===== src/logic/cfg_pkg.sv =====
// constants, field layout and types of the configuration word decoder
package cfg_pkg;

  // ---------------------------------------------------------------
  // bus and storage widths
  // ---------------------------------------------------------------
  localparam int CFG_W = 12;
  localparam int WB_AW = 14;
  localparam int WB_DW = 32;
  localparam int PIN_W = 8;

  // ---------------------------------------------------------------
  // register indices; byte address is four times the index
  // ---------------------------------------------------------------
  localparam logic [11:0] PRIMARY_IDX = 12'hfff;
  localparam logic [11:0] EXTENDED_IDX = 12'hffe;
  localparam logic [11:0] IDENTITY_IDX = 12'hffd;
  localparam logic [WB_AW-1:0] PRIMARY_ADDR = {PRIMARY_IDX, 2'b00};
  localparam logic [WB_AW-1:0] EXTENDED_ADDR = {EXTENDED_IDX, 2'b00};
  localparam logic [WB_AW-1:0] IDENTITY_ADDR = {IDENTITY_IDX, 2'b00};

  // ---------------------------------------------------------------
  // field positions of the primary configuration word
  // ---------------------------------------------------------------
  localparam int CLK_RATIO_BIT = 11;
  localparam int SYNC_BYPASS_BIT = 10;
  localparam int INT_OSC_BIT = 7;
  localparam int RC_DIV_HIGH_BIT = 6;
  localparam int RC_DIV_LOW_BIT = 5;
  localparam int PROTECT_BIT = 3;
  localparam int WDOG_BIT = 2;
  localparam int DRIVE_MID_BIT = 1;
  localparam int DRIVE_LOW_BIT = 0;
  localparam logic [CFG_W-1:0] RESERVED_MASK = 12'h310;

  // ---------------------------------------------------------------
  // values after reset and fixed patterns
  // ---------------------------------------------------------------
  localparam logic [CFG_W-1:0] PRIMARY_RST = 12'hfff;
  localparam logic [CFG_W-1:0] EXTENDED_RST = 12'hfff;
  localparam logic [CFG_W-1:0] SCRAMBLE_KEY = 12'ha5c;
  localparam logic [1:0] QUARTER_LAST = 2'h3;
  localparam logic [1:0] QUARTER_RST = 2'h0;

  // ---------------------------------------------------------------
  // types
  // ---------------------------------------------------------------
  typedef enum logic [1:0] {
    RC_4MHZ = 2'b00,
    RC_1MHZ = 2'b01,
    RC_128KHZ = 2'b10,
    RC_32KHZ = 2'b11
  } rc_freq_t;

  typedef enum logic [2:0] {
    OSC_LP1 = 3'b000,
    OSC_LP2 = 3'b001,
    OSC_XT1 = 3'b010,
    OSC_XT2 = 3'b011,
    OSC_HS1 = 3'b100,
    OSC_HS2 = 3'b101,
    OSC_HS3 = 3'b110,
    OSC_RC_NET = 3'b111
  } osc_class_t;

  typedef enum logic [1:0] {
    REG_NONE = 2'b00,
    REG_PRIMARY = 2'b01,
    REG_EXTENDED = 2'b10,
    REG_IDENTITY = 2'b11
  } reg_id_t;

endpackage


===== src/logic/instr_clock_div.sv =====
// instruction clock tick generator, full or quarter oscillator rate
`timescale 1ns/100ps
module instr_clock_div (
  // clock and reset
  input wire logic clk_i,
  input wire logic rst_i,
  // control
  input wire logic quarter_i,
  // tick
  output logic tick_o
);
  import cfg_pkg::*;

  logic [1:0] phase_q;

  always_ff @(posedge clk_i) begin
    if (rst_i) begin
      phase_q <= QUARTER_RST;
    end else begin
      phase_q <= phase_q + 2'h1;
    end
  end

  always_ff @(posedge clk_i) begin
    if (rst_i) begin
      tick_o <= 1'b0;
    end else begin
      tick_o <= !quarter_i || (phase_q == QUARTER_LAST);
    end
  end

endmodule


===== src/logic/pin_sync.sv =====
// input pin conditioning: two-stage synchroniser or bypass
`timescale 1ns/100ps
module pin_sync (
  // clock and reset
  input wire logic clk_i,
  input wire logic rst_i,
  // control
  input wire logic bypass_i,
  // pins
  input wire logic [cfg_pkg::PIN_W-1:0] pins_i,
  output logic [cfg_pkg::PIN_W-1:0] pins_o
);
  import cfg_pkg::*;

  logic [PIN_W-1:0] stage1_q;
  logic [PIN_W-1:0] stage2_q;

  always_ff @(posedge clk_i) begin
    if (rst_i) begin
      stage1_q <= '0;
      stage2_q <= '0;
    end else begin
      stage1_q <= pins_i;
      stage2_q <= stage1_q;
    end
  end

  // bypass trades metastability margin for two cycles of latency
  always_ff @(posedge clk_i) begin
    if (rst_i) begin
      pins_o <= '0;
    end else begin
      pins_o <= bypass_i ? pins_i : stage2_q;
    end
  end

endmodule


===== src/logic/cfg_decode.sv =====
// configuration word store, programming access and static decode
//
// Register access over Wishbone was chosen for this implementation.
`timescale 1ns/100ps

// Behaviour
// - three configuration registers, not altered at run time
// - configuration words reachable only in programming mode
// - identity register fixed; writes leave it unchanged
// - primary word lives at location fff
// - ratio bit: instruction clock osc/1 or osc/4
// - sync bit: two-flop input synchroniser or bypass
// - oscillator bit: internal RC or external oscillator
// - divider bits choose RC frequency
// - shared bit selects crystal feedback resistor
// - protection bit scrambles programmer read data
// - watchdog enable bit drives watchdog enable
// - drive select picks external oscillator class
module cfg_decode #(
  // arbitrary identity value, not tied to any real part
  parameter logic [cfg_pkg::CFG_W-1:0] IDENTITY_VALUE = 12'h5a3
) (
  // clock and reset
  input wire logic clk_i,
  input wire logic rst_i,
  // wishbone slave
  input wire logic cyc_i,
  input wire logic stb_i,
  input wire logic we_i,
  input wire logic [cfg_pkg::WB_AW-1:0] adr_i,
  input wire logic [3:0] sel_i,
  input wire logic [cfg_pkg::WB_DW-1:0] dat_i,
  output logic [cfg_pkg::WB_DW-1:0] dat_o,
  output logic ack_o,
  // programming mode pin
  input wire logic prog_mode_i,
  // input pins
  input wire logic [cfg_pkg::PIN_W-1:0] pins_i,
  output logic [cfg_pkg::PIN_W-1:0] pins_o,
  // decoded controls
  output logic instr_tick_o,
  output logic int_osc_en_o,
  output cfg_pkg::rc_freq_t rc_freq_o,
  output logic feedback_res_en_o,
  output cfg_pkg::osc_class_t osc_class_o,
  output logic readout_protected_o,
  output logic watchdog_en_o
);
  import cfg_pkg::*;

  // ---------------------------------------------------------------
  // decoding helpers
  // ---------------------------------------------------------------
  function automatic reg_id_t reg_decode(input logic [WB_AW-1:0] adr);
    reg_id_t id;
    id = REG_NONE;
    case (adr)
      PRIMARY_ADDR: id = REG_PRIMARY;
      EXTENDED_ADDR: id = REG_EXTENDED;
      IDENTITY_ADDR: id = REG_IDENTITY;
      default: id = REG_NONE;
    endcase
    return id;
  endfunction

  function automatic logic [CFG_W-1:0] scramble(input logic [CFG_W-1:0] v);
    return {v[5:0], v[11:6]} ^ SCRAMBLE_KEY;
  endfunction

  function automatic logic [CFG_W-1:0] merge(input logic [CFG_W-1:0] old,
                                             input logic [WB_DW-1:0] wdat,
                                             input logic [3:0] sel);
    logic [CFG_W-1:0] r;
    r = old;
    if (sel[0]) begin
      r[7:0] = wdat[7:0];
    end
    if (sel[1]) begin
      r[11:8] = wdat[11:8];
    end
    return r;
  endfunction

  // ---------------------------------------------------------------
  // programming mode pin synchroniser
  // ---------------------------------------------------------------
  logic prog_meta_q;
  logic prog_q;

  always_ff @(posedge clk_i) begin
    if (rst_i) begin
      prog_meta_q <= 1'b0;
      prog_q <= 1'b0;
    end else begin
      prog_meta_q <= prog_mode_i;
      prog_q <= prog_meta_q;
    end
  end

  // ---------------------------------------------------------------
  // bus slave: ack one cycle after the request, write at ack edge
  // ---------------------------------------------------------------
  logic req;
  logic wr_commit;
  reg_id_t req_id;
  logic [CFG_W-1:0] primary_q;
  logic [CFG_W-1:0] extended_q;
  logic [CFG_W-1:0] rd_word;

  assign req = cyc_i && stb_i;
  assign req_id = reg_decode(adr_i);
  // only the programmer may change the words, never the running core
  assign wr_commit = req && we_i && ack_o && prog_q;

  always_ff @(posedge clk_i) begin
    if (rst_i) begin
      ack_o <= 1'b0;
    end else begin
      ack_o <= req && !ack_o;
    end
  end

  always_comb begin
    rd_word = '0;
    case (req_id)
      REG_PRIMARY: rd_word = primary_q;
      REG_EXTENDED: rd_word = extended_q;
      REG_IDENTITY: rd_word = IDENTITY_VALUE;
      default: rd_word = '0;
    endcase
  end

  // outside programming mode reads return zero
  always_ff @(posedge clk_i) begin
    if (rst_i) begin
      dat_o <= '0;
    end else if (req && !ack_o && !we_i && prog_q && (req_id != REG_NONE)) begin
      if (primary_q[PROTECT_BIT]) begin
        dat_o <= {{(WB_DW-CFG_W){1'b0}}, rd_word};
      end else begin
        dat_o <= {{(WB_DW-CFG_W){1'b0}}, scramble(rd_word)};
      end
    end else begin
      dat_o <= '0;
    end
  end

  // ---------------------------------------------------------------
  // configuration word storage
  // ---------------------------------------------------------------
  // reserved bits are kept as written, decode below never looks at them
  always_ff @(posedge clk_i) begin
    if (rst_i) begin
      primary_q <= PRIMARY_RST;
    end else if (wr_commit && (req_id == REG_PRIMARY)) begin
      primary_q <= merge(primary_q, dat_i, sel_i);
    end
  end

  always_ff @(posedge clk_i) begin
    if (rst_i) begin
      extended_q <= EXTENDED_RST;
    end else if (wr_commit && (req_id == REG_EXTENDED)) begin
      extended_q <= merge(extended_q, dat_i, sel_i);
    end
  end
  // identity is a constant; a write to it is acked and dropped

  // ---------------------------------------------------------------
  // decoded controls
  // ---------------------------------------------------------------
  instr_clock_div u_clock_div (
    .clk_i(clk_i),
    .rst_i(rst_i),
    .quarter_i(primary_q[CLK_RATIO_BIT]),
    .tick_o(instr_tick_o)
  );

  pin_sync u_pin_sync (
    .clk_i(clk_i),
    .rst_i(rst_i),
    .bypass_i(primary_q[SYNC_BYPASS_BIT]),
    .pins_i(pins_i),
    .pins_o(pins_o)
  );

  always_ff @(posedge clk_i) begin
    if (rst_i) begin
      int_osc_en_o <= 1'b0;
      rc_freq_o <= RC_32KHZ;
      feedback_res_en_o <= 1'b0;
      osc_class_o <= OSC_RC_NET;
    end else begin
      int_osc_en_o <= !primary_q[INT_OSC_BIT];
      rc_freq_o <= rc_freq_t'({primary_q[RC_DIV_HIGH_BIT], primary_q[RC_DIV_LOW_BIT]});
      // the resistor only applies to a crystal on the external oscillator
      feedback_res_en_o <= primary_q[INT_OSC_BIT] && primary_q[RC_DIV_HIGH_BIT];
      osc_class_o <= osc_class_t'({primary_q[RC_DIV_LOW_BIT], primary_q[DRIVE_MID_BIT],
                                   primary_q[DRIVE_LOW_BIT]});
    end
  end

  always_ff @(posedge clk_i) begin
    if (rst_i) begin
      readout_protected_o <= 1'b0;
      watchdog_en_o <= 1'b0;
    end else begin
      readout_protected_o <= !primary_q[PROTECT_BIT];
      watchdog_en_o <= primary_q[WDOG_BIT];
    end
  end

  // ---------------------------------------------------------------
  // assertions
  // ---------------------------------------------------------------
  // reset is lifted on a clock edge, so the checks also skip the edge
  // at which the design still sampled it high
  logic rst_seen_q;

  always_ff @(posedge clk_i) begin
    rst_seen_q <= rst_i;
  end
endmodule


===== config.mk =====
export PLATFORM = sky130hd
export DESIGN_NAME = cfg_decode
export DESIGN_NICKNAME = d
export VERILOG_FILES = /design/src/logic/cfg_pkg.sv /design/src/logic/instr_clock_div.sv /design/src/logic/pin_sync.sv /design/src/logic/cfg_decode.sv
export SDC_FILE = /design/constraint.sdc
export NUM_CORES = 1
export LEC_CHECK = 0
export ABC_AREA = 1
export BUFFER_PORTS_ARGS = -buffer_cell sky130_fd_sc_hd__buf_2
export CAP_MARGIN = 20
export CORE_MARGIN = 3
export CORE_UTILIZATION = 40
export CTS_CLUSTER_DIAMETER = 60
export DETAILED_ROUTE_END_ITERATION = 6
export PLACE_DENSITY = 0.67
export SYNTH_ARGS = -nofsm -noshare
export SYNTH_HDL_FRONTEND = slang
export SYNTH_SLANG_ARGS = --single-unit

===== constraint.sdc =====
create_clock -name clk_i -period 1.6 [get_ports clk_i]
set_input_delay 0.08 -clock clk_i [delete_from_list [all_inputs] [get_ports clk_i]]
set_output_delay 0.08 -clock clk_i [all_outputs]
set_load 0.01 [all_outputs]

# --- Word level (Yosys, flattened, before mapping) ---
# Cells that the tools add are included.
classes:
  n_addsub: 1
  eq_ne: 7
  mux: 4
  bitwise: 2
  reduce_logical: 23
ops:
  columns: ["cell", "count"]
  rows:
  - ["$eq A14 B14 Y1 const B", 3]
  - ["$pmux W12 S3", 1]
  - ["$mux W12", 1]
  - ["$logic_and A1 B1 Y1", 11]
  - ["$mux W8", 1]
  - ["$reduce_and A2 Y1", 4]
  - ["$eq A2 B2 Y1 const B", 3]
  - ["$not A6 Y6", 1]
  - ["$pmux W2 S3", 1]
  - ["$logic_not A1 Y1", 5]
  - ["$add A2 B1 Y2 const B", 1]
  - ["$eq A2 B1 Y1 const B", 1]
  - ["$reduce_bool A2 Y1", 1]
  - ["$reduce_or A2 Y1", 1]
  - ["$logic_or A1 B1 Y1", 1]
  - ["$not A1 Y1", 1]
totals:
  reg_bits: 95
  in_bits: 64
  output_inout_bits: 51

# --- Logic depth before layout (Yosys ltp) ---
depth:
  word_depth: 7
  mapped_depth: 11

# --- Hierarchy ---
# Synthesis repeated with hierarchy kept, for this count alone.
unflattened:
  hier_cells: 416
  hier_area_um2: 3238.1
modules_own_cells:
  columns: ["mod", "n_inst", "cells_each", "area_per_inst_um2", "seq_area_each_um2"]
  rows:
  - ["cfg_decode", 1, 314, 2371.0, 940.9]
  - ["pin_sync", 1, 93, 770.7, 480.5]
  - ["instr_clock_div", 1, 9, 96.3, 60.1]

# --- Worst setup path before layout ---
# OpenSTA, ideal clock, no wires.
synth_path:
  kind: "register to register"
  from: "register ack_o"
  to: "register extended_q[11]"
  arrival_ps: 1241
  required_ps: 1536
  path_slack_ps: 296
  stages_incl_launch_ff: 6
  path_buffers: 1
  cell_sequence: "dfxtp_1 -> nand2_1 -> nor3b_4 -> buf_2 -> nand4_1 -> nand3_1"
synth_via:
  elab_chain_cells: 4
synth_lines:
  columns: ["item", "line", "text"]
  rows:
  - ["start: declaration", "cfg_decode.sv:34", "output logic ack_o,"]
  - ["start signal: assignment", "cfg_decode.sv:119", "ack_o <= req && !ack_o;"]
  - ["$logic_and A1 B1 Y1 (2 in series)", "cfg_decode.sv:113", "assign wr_commit = req && we_i && ack_o && prog_q;"]
  - ["$logic_and A1 B1 Y1", "cfg_decode.sv:163", "end else if (wr_commit && (req_id == REG_EXTENDED)) begin"]
  - ["$reduce_and A2 Y1 (no source line)", null, null]
  - ["end signal: assignment", "cfg_decode.sv:164", "extended_q <= merge(extended_q, dat_i, sel_i);"]
  - ["end: declaration", "cfg_decode.sv:107", "logic [CFG_W-1:0] extended_q;"]
# No other way between the ends.
# A chain may end at the register's enable or synchronous reset.

# --- Worst setup path in the final report ---
layout_path:
  from: "register ack_o"
  to: "register extended_q[6]"
# Same word-level chain as after synthesis.

==> flow_summary.json <==
{
  "dr.pass1.iters": 4,
  "p_sw_share_pct": 22.8,
  "worstPathRequired_ns": 1.82,
  "hpwl_mm": 4.96,
  "p_int_mw": 2.86,
  "r2r-start": "ack_o",
  "cts_buffers": 9,
  "gp_congestion": 0.820,
  "end_kind": "register",
  "power_mw": 3.71,
  "drt_iter0_markers": 178,
  "path_common_cell": "nand2_1",
  "min_to": "extended_q[10]",
  "grt_pass1_wl_mm": 11.4,
  "die_y_um": 93.8,
  "layout_min_cycle_time_ns": 1.38,
  "cp_top_family": "simple AND/OR/NAND/NOR gates",
  "drc": 0,
  "drive_gt1_share_pct": 24.5,
  "io_pins": 115,
  "clk_path_buf_depth": 2,
  "drv_cap": 0,
  "synthTopCellsByArea": "dfxtp_1 48%, nand2_1 9.1%, nand3_1 7.6%",
  "worst-path-buf-inv": 1,
  "vdd_drop_max_v": 0.000632,
  "slowest_stage": "dfxtp_1",
  "rsz0062_at_grt": "no",
  "viasPerCell": 4.64,
  "drv_slew": 0,
  "wl_mm": 6.80,
  "power-per-cell-area_mw_per_mm2": 981,
  "port_buffers": 72,
  "yosys.area.top_type_share_pct": 48.0,
  "clk_latency_ns": 0.34,
  "seq_power_share_pct": 51.0,
  "grt_pass1_vias": 2446,
  "cp_cell_sequence": "nand2_1 > nor3b_4 > buf_12 > nand3_2 > nand2_1 > nand3_1",
  "insertedDiodeCount": 0,
  "syn_inst": 398,
  "min_period_over_period_pct": 86.2,
  "start_util_pct": 41.9,
  "r2r_cells": 6,
  "vias": 2696,
  "reg2reg_to": "extended_q[6]",
  "worstPathMaxFanout": 28,
  "combPwrFrac_pct": 6.3,
  "critPathKind": "reg -> reg",
  "grt_max_degree": 30,
  "netlist_area_sq_mm": 0.00308,
  "post_cts_buffers": 0,
  "synth_largest_area_cell": "dfxtp_1",
  "cpPeakStageDelay_ns": 0.36,
  "p_switching_mw": 0.846,
  "ys_seq_area_share_pct": 48.0,
  "antenna_found_initial": 0,
  "cts_tree": "done",
  "die_x_um": 93.8,
  "synth_warnings": 0,
  "worst_hold_startpoint": "dat_i[10]",
  "max_freq_mhz": 725,
  "start_kind": "register",
  "htreeDepth": 3,
  "avgSynthCellArea_sq_um": 7.75,
  "area_growth_pct": 22.7,
  "setup_viol": 0,
  "holdPathStages": 3,
  "ys_seq_elements": 74,
  "hold_path.class": "in -> reg",
  "grt_use_total_pct": 16.3,
  "instances_no_fill": 581,
  "rrSetupSlack_ns": 0.22,
  "die_area_sq_mm": 0.00880,
  "fin_tns_setup_ns": 0,
  "p_leak_nw": 1.89,
  "cts-root-buf": "clkbuf_8",
  "grt_overflow": 0,
  "num_rows": 31,
  "status": "finished, final reports clean",
  "pwr-share-clk_pct": 42.8,
  "crit_arrival_ns": 1.60,
  "path_clk_slew_ns": 0.08,
  "wl_per_cell_um": 11.7,
  "nets": 542,
  "hold_viol_final": 0,
  "coreArea_sq_mm": 0.00737,
  "place_inst": 555,
  "cts_sinks": 74,
  "ant_nets": 0,
  "fin_worst_skew_ns": 0.00645,
  "ys_types": 26
}
[metrics by stage]
stage | hold slack [ns] | area [sq um] | utilization, % | setup WS (ns)
2_1_floorplan | 0.169 | 3160 | - | 0.296
3_3_place_gp | 0.283 | 3460 | 46.9 | 0.216
3_5_place_dp | 0.293 | 3460 | 46.9 | 0.170
4_1_cts | 0.00112 | 3780 | 51.3 | 0.225
5_1_grt | 0.0206 | 3780 | 51.3 | 0.0686
6_report | 0.0108 | 3780 | 51.3 | 0.220
[registers in the layout, summed over array words and instances, names as in the netlist]
signal / cells
primary_q: 12
prog_meta_q: 1
prog_q: 1
u_clock_div.phase_q: 2
osc_class_o: 2
u_pin_sync.pins_o: 8
extended_q: 12
feedback_res_en_o: 1
watchdog_en_o: 1
u_pin_sync.stage1_q: 8
u_pin_sync.stage2_q: 8
rc_freq_o: 2
ack_o: 1
dat_o: 12
readout_protected_o: 1
int_osc_en_o: 1
u_clock_div.tick_o: 1
[cell usage in the layout, fill, tap and decap left out, drive strengths merged, types with 3 or more instances in the layout]
cell type	n
clkinv	3
o21ai	9
buf	80
nand2	77
a21oi	9
clkbuf	9
or2	3
nand3	50
nor2	63
dfxtp	74
dlygate4sd3	10
conb	20
inv	36
nand4	31
[power by group through the flow]
| stage | logic, mW | clock network, mW | registers (mW) |
|---|---|---|---|
| 2_1_floorplan | 0.147 | 0 | 1.94 |
| 3_3_place_gp | 0.207 | 0 | 1.93 |
| 3_5_place_dp | 0.212 | 0 | 1.94 |
| 4_1_cts | 0.232 | 1.62 | 1.89 |
| 5_1_grt | 0.263 | 1.70 | 1.90 |
| 6_report | 0.232 | 1.59 | 1.89 |
[layout make-up]
type | instances | area [sq um]
clock inverters | 7 | 103
well taps | 99 | 124
repair buffers | 90 | 533
inverters | 35 | 131
clock buffers | 9 | 124
flip-flops and latches | 74 | 1480
multi-input cells | 267 | 1290
fillers | 725 | 3590
[cells in the mapped netlist, drive strengths merged]
master,instances
clkbuf,13
conb,1
nor3b,1
o21ai,9
nand3,50
or2,3
a211oi,1
nor3,2
nand2,77
dfxtp,74
ha,1
inv,35
nand4,31
buf,28
nor2,63
a21oi,9
[how the worst max path moves through the flow]
stage | to | from | depth (start not counted)
finish | extended_q[6] | ack_o | 6
global route | primary_q[2] | ack_o | 6
CTS | primary_q[4] | ack_o | 6
detailed placement | extended_q[6] | adr_i[1] | 7
global placement | extended_q[5] | adr_i[1] | 7
floorplan | extended_q[11] | ack_o | 5
[timing repair]
action,4_1_cts,5_1_grt
hold endpoints to repair,17,0
hold buffers,10,0
resized for setup,0,0
[worst register-to-register path: stages, from the launching register on]
cell and delay (ns):
dfxtp_1 0.36, nand2_1 0.09, nor3b_4 0.22, buf_12 0.20, nand3_2 0.19, nand2_1 0.13
nand3_1 0.07
[kinds of logic (layout without fill, tap and decap cells)]
| kind of cell | Yosys count | in the layout | share of synthesized area [%] |
|---|---|---|---|
| flip-flops | 74 | 74 | 48.0 |
| AND/OR/NAND/NOR | 227 | 227 | 35.7 |
| buffers and inverters | 76 | 141 | 12.5 |
| other | 1 | 20 | 0.122 |
| adder cells (fa/ha/maj) | 1 | 1 | 0.406 |
| AO/OA/AOI/OAI | 19 | 19 | 3.16 |
[metal layers]
layer	vias up	routed length (um)	track usage, %
met5	-	0	0
met4	0	59	3.61
met3	6	579	5.05
met2	84	3120	25.4
met1	1207	3040	22.1
li1	1399	-	-
(Power assumes the default switching activity.)
